<file path="src/design/tcp_pkg.sv">
package tcp_pkg;
  // register byte offsets
  localparam logic [7:0] ADDR_CTRL = 8'h00;
  localparam logic [7:0] ADDR_PERIOD = 8'h04;
  localparam logic [7:0] ADDR_COMPARE = 8'h08;
  localparam logic [7:0] ADDR_DEADBAND = 8'h0C;
  localparam logic [7:0] ADDR_COUNT = 8'h10;
  localparam logic [7:0] ADDR_CAPTURE = 8'h14;
  localparam logic [7:0] ADDR_STATUS = 8'h18;
  localparam logic [7:0] ADDR_MASK = 8'h1C;
  localparam logic [7:0] ADDR_IRQSEL = 8'h20;
  // control field positions
  localparam int CTRL_START = 0;
  localparam int CTRL_MODE_LO = 1;
  localparam int CTRL_REL_LO = 3;
  localparam int CTRL_CLK_LO = 6;
  localparam int CTRL_COMP_EN = 8;
  // status and irq select bits
  localparam int EV_TC = 0;
  localparam int EV_CMP = 1;
  localparam int EV_CAP = 2;
  localparam int EV_W = 3;
  localparam logic [15:0] PERIOD_RST = 16'hFFFF;
  localparam logic [15:0] ZERO16 = 16'h0000;
  localparam logic [31:0] UNMAPPED = 32'h00000000;

  typedef enum logic [1:0] {
    TCP_FREE_RUN,
    TCP_ONE_SHOT,
    TCP_ENABLE_RUN
  } tcp_mode_t;

  typedef enum logic [2:0] {
    less_than_relation,
    less_or_equal_relation,
    same_value_relation,
    at_least_relation,
    greater_than_relation
  } tcp_rel_t;

  // compare of count against threshold
  function automatic logic tcp_compare(input logic [2:0] rel, input logic [15:0] cnt,
                                       input logic [15:0] thr);
    unique case (rel)
      3'h0: tcp_compare = cnt < thr;
      3'h1: tcp_compare = cnt <= thr;
      3'h2: tcp_compare = cnt == thr;
      3'h3: tcp_compare = cnt >= thr;
      3'h4: tcp_compare = cnt > thr;
      default: tcp_compare = 1'b0;
    endcase
  endfunction
endpackage

</file>
<file path="src/design/tcp_tick_if.sv">
`timescale 1ns/10ps
interface tcp_tick_if;
  logic tick;
  logic [1:0] sel;
  modport src (input sel, output tick);
  modport dst (output sel, input tick);
endinterface

</file>
<file path="src/design/tcp_clksel.sv">
`timescale 1ns/10ps
module tcp_clksel (
  input wire logic clk,
  input wire logic reset_n,
  input wire logic [1:0] ext_clk,
  tcp_tick_if.src tk
);
  typedef struct packed {
    logic [1:0] prev;
    logic [1:0] div;
    logic tick;
  } tcp_cs_t;
  tcp_cs_t r, next_r;

  // counting tick: system clock, divide by four, or rising edge of an external source
  always_comb begin
    next_r = r;
    next_r.prev = ext_clk;
    next_r.div = r.div + 2'h1;
    // selectable tick source
    unique case (tk.sel)
      2'h0: next_r.tick = 1'b1;
      2'h1: next_r.tick = (r.div == 2'h3);
      2'h2: next_r.tick = ext_clk[0] & ~r.prev[0];
      default: next_r.tick = ext_clk[1] & ~r.prev[1];
    endcase
  end

  always_ff @(posedge clk or negedge reset_n) begin
    if (!reset_n) begin
      r <= '0;
    end else begin
      r <= next_r;
    end
  end
  assign tk.tick = r.tick;
endmodule

</file>
<file path="src/design/tcp_deadband.sv">
`timescale 1ns/10ps
module tcp_deadband (
  input wire logic clk,
  input wire logic reset_n,
  input wire logic tick,
  input wire logic pwm_raw,
  input wire logic kill,
  input wire logic comp_en,
  input wire logic [7:0] dead_len,
  output logic pwm_true,
  output logic pwm_comp
);
  typedef struct packed {
    logic last;
    logic [7:0] cnt;
    logic pt;
    logic pc;
  } tcp_db_t;
  tcp_db_t r, next_r;

  always_comb begin
    next_r = r;
    if (tick) begin
      next_r.last = pwm_raw;
      // equal dead time
      if (pwm_raw != r.last) begin
        next_r.cnt = dead_len;
      end else if (r.cnt != 8'h00) begin
        next_r.cnt = r.cnt - 8'h01;
      end
    end
    // both off in deadband
    next_r.pt = r.last & (r.cnt == 8'h00) & (pwm_raw == r.last);
    next_r.pc = ~r.last & (r.cnt == 8'h00) & (pwm_raw == r.last) & comp_en;
    // kill forces inactive
    if (kill) begin
      next_r.pt = 1'b0;
      next_r.pc = 1'b0;
    end
  end

  always_ff @(posedge clk or negedge reset_n) begin
    if (!reset_n) begin
      r <= '0;
    end else begin
      r <= next_r;
    end
  end
  assign pwm_true = r.pt;
  assign pwm_comp = r.pc;
endmodule

</file>
<file path="src/design/tcp_timer.sv">
// The address map and the Wishbone interface to the registers are this design's own decisions.
`timescale 1ns/10ps
// Function
// the counter is sixteen bits and only counts down.
// the period is loaded on start, on the reset input and at terminal count.
// the compare uses one selectable relation of five against the threshold.
// the interrupt is selectable among terminal count, compare true and capture.
// outputs are compare, terminal count, complementary compare and one interrupt.
// the unit runs free, as a one shot, or under an enable input.
// a one shot stops at the end of the period instead of reloading.
// under enable control the count moves only while enable is high.
// reset and capture inputs exist, and kill forces the compare outputs inactive.
// capture stores the full sixteen-bit count.
// true and complementary outputs have a dead interval at each change.
// the counting clock is selectable and the count is readable while running.
// terminal count is a one-tick pulse when the count reaches zero; the code drives it for one system clock, not one tick.
// the dead interval is a programmable number of ticks on both rising edges.
module tcp_timer (
  input wire logic clk,
  input wire logic reset_n,
  input wire logic wb_cyc_i,
  input wire logic wb_stb_i,
  input wire logic wb_we_i,
  input wire logic [7:0] wb_adr_i,
  input wire logic [3:0] wb_sel_i,
  input wire logic [31:0] wb_dat_i,
  output logic [31:0] wb_dat_o,
  output logic wb_ack_o,
  input wire logic [1:0] ext_clk,
  input wire logic timer_reset,
  input wire logic capture_in,
  input wire logic enable_in,
  input wire logic kill_in,
  output logic compare_out,
  output logic compare_n_out,
  output logic tc_out,
  output logic irq
);
  typedef struct packed {
    logic running;
    logic start;
    logic [1:0] mode;
    logic [2:0] rel;
    logic [1:0] clk_sel;
    logic comp_en;
    logic [15:0] period;
    logic [15:0] compare;
    logic [7:0] dead;
    logic [15:0] count;
    logic [15:0] capture;
    logic [2:0] status;
    logic [2:0] mask;
    logic [2:0] irq_sel;
    logic cap_prev;
    logic tc;
    logic cmp;
    logic irq;
    logic ack;
    logic [31:0] dat;
    logic out_c;
    logic out_cn;
    logic out_t;
  } tcp_state_t;
  tcp_state_t r, next_r;

  tcp_tick_if tk ();
  logic tick;
  logic pwm_t;
  logic pwm_c;
  logic wr;
  logic rd;
  logic cmp_now;
  logic cap_ev;
  logic [2:0] ev;
  logic [31:0] rdata;

  // tick source picked by control field
  assign tk.sel = r.clk_sel;
  assign tick = tk.tick;

  tcp_clksel u_clksel (
    .clk(clk),
    .reset_n(reset_n),
    .ext_clk(ext_clk),
    .tk(tk)
  );

  tcp_deadband u_dead (
    .clk(clk),
    .reset_n(reset_n),
    .tick(tick),
    .pwm_raw(r.cmp),
    .kill(kill_in),
    .comp_en(r.comp_en),
    .dead_len(r.dead),
    .pwm_true(pwm_t),
    .pwm_comp(pwm_c)
  );

  // bus strobes, one access per ack
  assign wr = wb_cyc_i & wb_stb_i & wb_we_i & ~r.ack;
  assign rd = wb_cyc_i & wb_stb_i & ~wb_we_i & ~r.ack;

  // relation compare
  assign cmp_now = tcp_pkg::tcp_compare(r.rel, r.count, r.compare);
  // capture taken on rising edge
  assign cap_ev = capture_in & ~r.cap_prev;

  // read mux
  always_comb begin
    rdata = tcp_pkg::UNMAPPED;
    unique case (wb_adr_i)
      tcp_pkg::ADDR_CTRL: rdata = {23'h000000, r.comp_en, r.clk_sel, r.rel, r.mode, r.running};
      tcp_pkg::ADDR_PERIOD: rdata = {16'h0000, r.period};
      tcp_pkg::ADDR_COMPARE: rdata = {16'h0000, r.compare};
      tcp_pkg::ADDR_DEADBAND: rdata = {24'h000000, r.dead};
      // live count read
      tcp_pkg::ADDR_COUNT: rdata = {16'h0000, r.count};
      tcp_pkg::ADDR_CAPTURE: rdata = {16'h0000, r.capture};
      tcp_pkg::ADDR_STATUS: rdata = {29'h00000000, r.status};
      tcp_pkg::ADDR_MASK: rdata = {29'h00000000, r.mask};
      tcp_pkg::ADDR_IRQSEL: rdata = {29'h00000000, r.irq_sel};
      default: rdata = tcp_pkg::UNMAPPED;
    endcase
  end

  always_comb begin
    next_r = r;
    next_r.start = 1'b0;
    next_r.tc = 1'b0;
    next_r.cap_prev = capture_in;
    next_r.ack = wb_cyc_i & wb_stb_i & ~r.ack;
    if (rd) begin
      next_r.dat = rdata;
    end

    // register writes, low lanes only matter
    if (wr && wb_sel_i[0]) begin
      unique case (wb_adr_i)
        tcp_pkg::ADDR_CTRL: begin
          next_r.start = wb_dat_i[tcp_pkg::CTRL_START];
          if (!wb_dat_i[tcp_pkg::CTRL_START]) begin
            next_r.running = 1'b0;
          end
          next_r.mode = wb_dat_i[tcp_pkg::CTRL_MODE_LO +: 2];
          next_r.rel = wb_dat_i[tcp_pkg::CTRL_REL_LO +: 3];
          next_r.clk_sel = wb_dat_i[tcp_pkg::CTRL_CLK_LO +: 2];
        end
        tcp_pkg::ADDR_PERIOD: next_r.period[7:0] = wb_dat_i[7:0];
        tcp_pkg::ADDR_COMPARE: next_r.compare[7:0] = wb_dat_i[7:0];
        tcp_pkg::ADDR_DEADBAND: next_r.dead = wb_dat_i[7:0];
        tcp_pkg::ADDR_MASK: next_r.mask = wb_dat_i[2:0];
        tcp_pkg::ADDR_IRQSEL: next_r.irq_sel = wb_dat_i[2:0];
        default: next_r.dead = r.dead;
      endcase
    end
    if (wr && wb_sel_i[1]) begin
      unique case (wb_adr_i)
        tcp_pkg::ADDR_CTRL: next_r.comp_en = wb_dat_i[tcp_pkg::CTRL_COMP_EN];
        tcp_pkg::ADDR_PERIOD: next_r.period[15:8] = wb_dat_i[15:8];
        tcp_pkg::ADDR_COMPARE: next_r.compare[15:8] = wb_dat_i[15:8];
        default: next_r.dead = next_r.dead;
      endcase
    end

    // counting engine
    if (r.start) begin
      // reload on start
      next_r.count = r.period;
      next_r.running = 1'b1;
    end else if (timer_reset) begin
      // reload on reset input
      next_r.count = r.period;
    end else if (r.running && tick) begin
      // mode gates counting
      // hold while enable low
      if (r.mode != 2'(tcp_pkg::TCP_ENABLE_RUN) || enable_in) begin
        if (r.count == tcp_pkg::ZERO16) begin
          // one clock terminal pulse
          next_r.tc = 1'b1;
          // reload at terminal count
          next_r.count = r.period;
          // one shot halts
          if (r.mode == 2'(tcp_pkg::TCP_ONE_SHOT)) begin
            next_r.running = 1'b0;
            next_r.count = tcp_pkg::ZERO16;
          end
        end else begin
          // sixteen bit down count
          next_r.count = r.count - 16'h0001;
        end
      end
    end

    // full width capture
    if (cap_ev) begin
      next_r.capture = r.count;
    end
    next_r.cmp = cmp_now;
    // pin outputs live in the state, one flop each
    next_r.out_c = pwm_t;
    next_r.out_cn = pwm_c;
    next_r.out_t = r.tc;

    // event select, set beats clear
    ev = 3'h0;
    ev[tcp_pkg::EV_TC] = next_r.tc;
    ev[tcp_pkg::EV_CMP] = cmp_now & ~r.cmp;
    ev[tcp_pkg::EV_CAP] = cap_ev;
    ev = ev & r.irq_sel;
    if (wr && wb_sel_i[0] && wb_adr_i == tcp_pkg::ADDR_STATUS) begin
      next_r.status = r.status & ~wb_dat_i[2:0];
    end
    next_r.status = next_r.status | ev;
    // single interrupt line
    next_r.irq = |(next_r.status & next_r.mask);
  end

  always_ff @(posedge clk or negedge reset_n) begin
    if (!reset_n) begin
      r <= '0;
      r.period <= tcp_pkg::PERIOD_RST;
      r.count <= tcp_pkg::PERIOD_RST;
    end else begin
      r <= next_r;
    end
  end

  // pins straight from the state register
  assign compare_out = r.out_c;
  assign compare_n_out = r.out_cn;
  assign tc_out = r.out_t;
  assign irq = r.irq;
  assign wb_ack_o = r.ack;
  assign wb_dat_o = r.dat;
endmodule

</file>
<file path="config.mk">
export PLATFORM = sky130hd
export DESIGN_NAME = tcp_timer
export DESIGN_NICKNAME = d
export VERILOG_FILES = /design/src/design/tcp_pkg.sv /design/src/design/tcp_tick_if.sv /design/src/design/tcp_clksel.sv /design/src/design/tcp_deadband.sv /design/src/design/tcp_timer.sv
export SDC_FILE = /design/constraint.sdc
export NUM_CORES = 1
export LEC_CHECK = 0
export ABC_CLOCK_PERIOD_IN_PS = 4600
export BUFFER_PORTS_ARGS = -buffer_cell sky130_fd_sc_hd__buf_2
export CORE_MARGIN = 2
export CORE_UTILIZATION = 55
export CTS_CLUSTER_DIAMETER = 80
export CTS_CLUSTER_SIZE = 12
export DETAILED_ROUTE_END_ITERATION = 8
export GPL_ROUTABILITY_DRIVEN = 0
export GPL_TIMING_DRIVEN = 0
export PLACE_DENSITY = 0.75
export SETUP_SLACK_MARGIN = 0.05
export SLEW_MARGIN = 10
export SYNTH_ARGS = -nofsm -noshare
export SYNTH_HDL_FRONTEND = slang
export SYNTH_SLANG_ARGS = --single-unit
</file>
<file path="constraint.sdc">
create_clock -name clk -period 4.6 [get_ports clk]
set_input_delay 0.92 -clock clk [delete_from_list [all_inputs] [get_ports clk]]
set_output_delay 0.92 -clock clk [all_outputs]
set_load 0.1 [all_outputs]
</file>
==> flow_summary.json <==
{
  "grt_pass1_wl_um": 27900,
  "clk_latency_ns": 0.43,
  "die_w_um": 116,
  "ys_dominant_reg_cell": "dfrtp_1",
  "initial_core_util_pct": 55.6,
  "grt_start_max_net_pins": 87,
  "hp-class": "reg -> reg",
  "ys_top_cells_by_area": "dfrtp_1, dfstp_2, mux2_2",
  "cts_resized": 0,
  "synth.top_cells.by_count": "dfrtp_1, o21ai_0, mux2_2, nand2_1, buf_4",
  "leakagePower_nw": 3.82,
  "drt-initial-drc-count": 609,
  "grt_overflow": 0,
  "root_buffer": "clkbuf_16",
  "coreArea_mm2": 0.0125,
  "async_flop_share_pct": 100,
  "drc": 0,
  "ctsLongestPathBuffers": 2,
  "syn_area_mm2": 0.00693,
  "dp_hpwl_um": 12900,
  "fmax_ghz": 0.386,
  "antennaDiodeCount": 0,
  "relSlewSlack_pct": 38.6,
  "synth.avg_cell_area_um2": 10.5,
  "cts_inserted_buffers": 17,
  "fin_setup_tns_ns": 0,
  "fin_skew_ns": 0.0111,
  "grt_use_met3_pct": 6.75,
  "status": "completed",
  "area_growth_pct": 17.5,
  "startpoint_type": "flop",
  "synth_top_area_cell": "dfrtp_1",
  "synth_cell_types": 66,
  "grt_antenna_before_repair": 0,
  "met1_usage_pct": 35.9,
  "pwr_density_cell_mw_per_mm2": 465,
  "io_buffers": 56,
  "drive_above_1_share_pct": 31.8,
  "multi_input_area_mm2": 0.00317,
  "syn_inst": 657,
  "regArea_mm2": 0.00332,
  "grt_pass1_vias": 5408,
  "critical_path_required_ns": 4.94,
  "htreeDepth": 4,
  "dp.cells": 901,
  "hold_viol_final": 0,
  "synth.most_common_cell": "dfrtp_1",
  "busiest_layer": "met2",
  "setup_violations": 0,
  "ys.warnings.count": 0,
  "track_usage_pct": 27.5,
  "ir_worst_vdd_mv": 0.226,
  "n_fill_cell": 979,
  "ant_nets": 0,
  "final_cells": 933,
  "ios": 92,
  "rsz0062_at_grt": "false",
  "finalWirelength_um": 17800,
  "cp-end-kind": "flop",
  "num_rows": 41,
  "fin_nets": 823,
  "cts.sinks": 131,
  "cts_tree": "yes",
  "ys_seq_area_share_pct": 47.9,
  "vias": 5625,
  "crit_path_max_fanout": 10,
  "wl_per_cell_um": 19.1,
  "synth_top_area_share_pct": 35.7,
  "slew_violations": 0,
  "fin_crit_sh_pct": 56.3,
  "clk_pin_slew_ns": 0.06,
  "period_needed_ns": 2.59,
  "die_h_um": 116,
  "postCtsSetupBuffers": 0,
  "die-area_mm2": 0.0135,
  "tightest_slew_ns": 0.913,
  "arrival_ns": 2.93,
  "gr-usage-met2_pct": 45.0,
  "first_pass_iters": 6,
  "synth_edf_count": 0,
  "yosys_register_bits": 131,
  "timing_worst_setup_path_type": "reg -> reg",
  "maxCapViolations": 0,
  "cts_hold_buffers": 0,
  "avgViaCountPerCell": 6.03
}
power breakdown:
| group | total (mW) | leakage, nW | switching (mW) | internal (mW) |
|---|---|---|---|---|
| Clock | 1.43 | 0.307 | 0.513 | 0.920 |
| Combinational | 0.814 | 1.93 | 0.503 | 0.311 |
| Sequential | 1.54 | 1.58 | 0.187 | 1.35 |
| Total | 3.79 | 3.82 | 1.20 | 2.59 |
through the flow:
stage	hold WS (ns)	util (%)	power (mW)	instance area [um^2]	worst slack, ns
2_1_floorplan	0.331	-	2.10	6990	2.15
3_3_place_gp	0.333	60.0	2.29	7480	0.973
3_5_place_dp	0.341	60.3	2.34	7520	1.74
4_1_cts	0.354	65.3	3.79	8140	2.09
5_1_grt	0.362	65.3	3.96	8140	1.92
6_report	0.351	65.3	3.79	8140	2.01
area by class of cell:
class	instances	area share, %
multi-input cells	451	38.9
plain buffers	61	4.78
flip-flops and latches	131	40.8
well taps	172	2.64
inverters	29	1.34
clock inverters	13	2.24
repair buffers	57	3.86
clock buffers	19	5.44
worst max-delay path, stage by stage, from the launching register on:
cell     delay, ns
dfstp_2       0.59
inv_1         0.13
ha_1          0.22
nor4b_1       0.14
and4_1        0.25
nor3_1        0.53
buf_2         0.35
a22oi_1       0.09
o21ai_0       0.20
logic make-up (layout without fill, tap and decap cells):
| logic type | count (synthesis) | after routing | synth area share, % |
|---|---|---|---|
| AO/OA/AOI/OAI | 173 | 173 | 16.0 |
| AND/OR/NAND/NOR | 172 | 172 | 14.2 |
| flip-flops | 131 | 131 | 47.9 |
| buffers and inverters | 90 | 179 | 7.19 |
| multiplexers | 69 | 69 | 10.9 |
| adder cells (fa/ha/maj) | 20 | 20 | 3.61 |
| other | 1 | 16 | 0.0541 |
| XOR/XNOR | 1 | 1 | 0.126 |
sequential cells by signal, indices dropped and copies added (netlist names):
name              count
u_clksel.r            4
u_dead.r              9
wb_ack_o              1
u_dead.pwm_comp       1
u_dead.pwm_true       1
tk.sel                2
u_clksel.tk.tick      1
irq                   1
r                    91
next_r                1
compare_n_out         1
wb_dat_o             16
compare_out           1
tc_out                1
path summary, 6_finish.rpt:
check | slack [ns] | startpoint | cells after the start | to
worst min register to register | 0.35 | u_dead.pwm_true$_DFF_PN0_ | 0 | compare_out$_DFF_PN0_
min in group asynchronous | 0.41 | reset_n | 1 | wb_dat_o[2]$_DFFE_PN0P_
worst max register to register | 2.01 | r[65]$_DFFE_PN1P_ | 8 | r[71]$_DFFE_PN1P_
worst max-delay path | 2.01 | r[65]$_DFFE_PN1P_ | 8 | r[71]$_DFFE_PN1P_
max in group asynchronous | 3.40 | reset_n | 2 | r[74]$_DFFE_PN1P_
worst min-delay path | 0.35 | u_dead.pwm_true$_DFF_PN0_ | 0 | compare_out$_DFF_PN0_
layout by cell type, fill, tap and decap left out, types with 12 or more instances in the layout:
master | netlist | routed
mux2i_1 | 15 | 15
dfstp_2 | 32 | 32
nand2_1 | 50 | 50
nor3_1 | 18 | 18
buf_2 | 10 | 65
a21oi_1 | 36 | 36
o21ai_1 | 14 | 14
conb_1 | 1 | 16
dfrtp_1 | 99 | 99
mux2_2 | 51 | 51
o21ai_0 | 55 | 55
inv_1 | 29 | 29
ha_1 | 20 | 20
clkbuf_16 | 0 | 17
buf_4 | 39 | 39
nor2_1 | 34 | 34
a221oi_1 | 12 | 12
routing by layer:
metal | vias to the layer above | wire [um]
met1 | 2756 | 7280
met2 | 280 | 8590
met3 | 39 | 1570
li1 | 2550 | -
met5 | - | 0
met4 | 0 | 408
(Power assumes the default switching activity.)
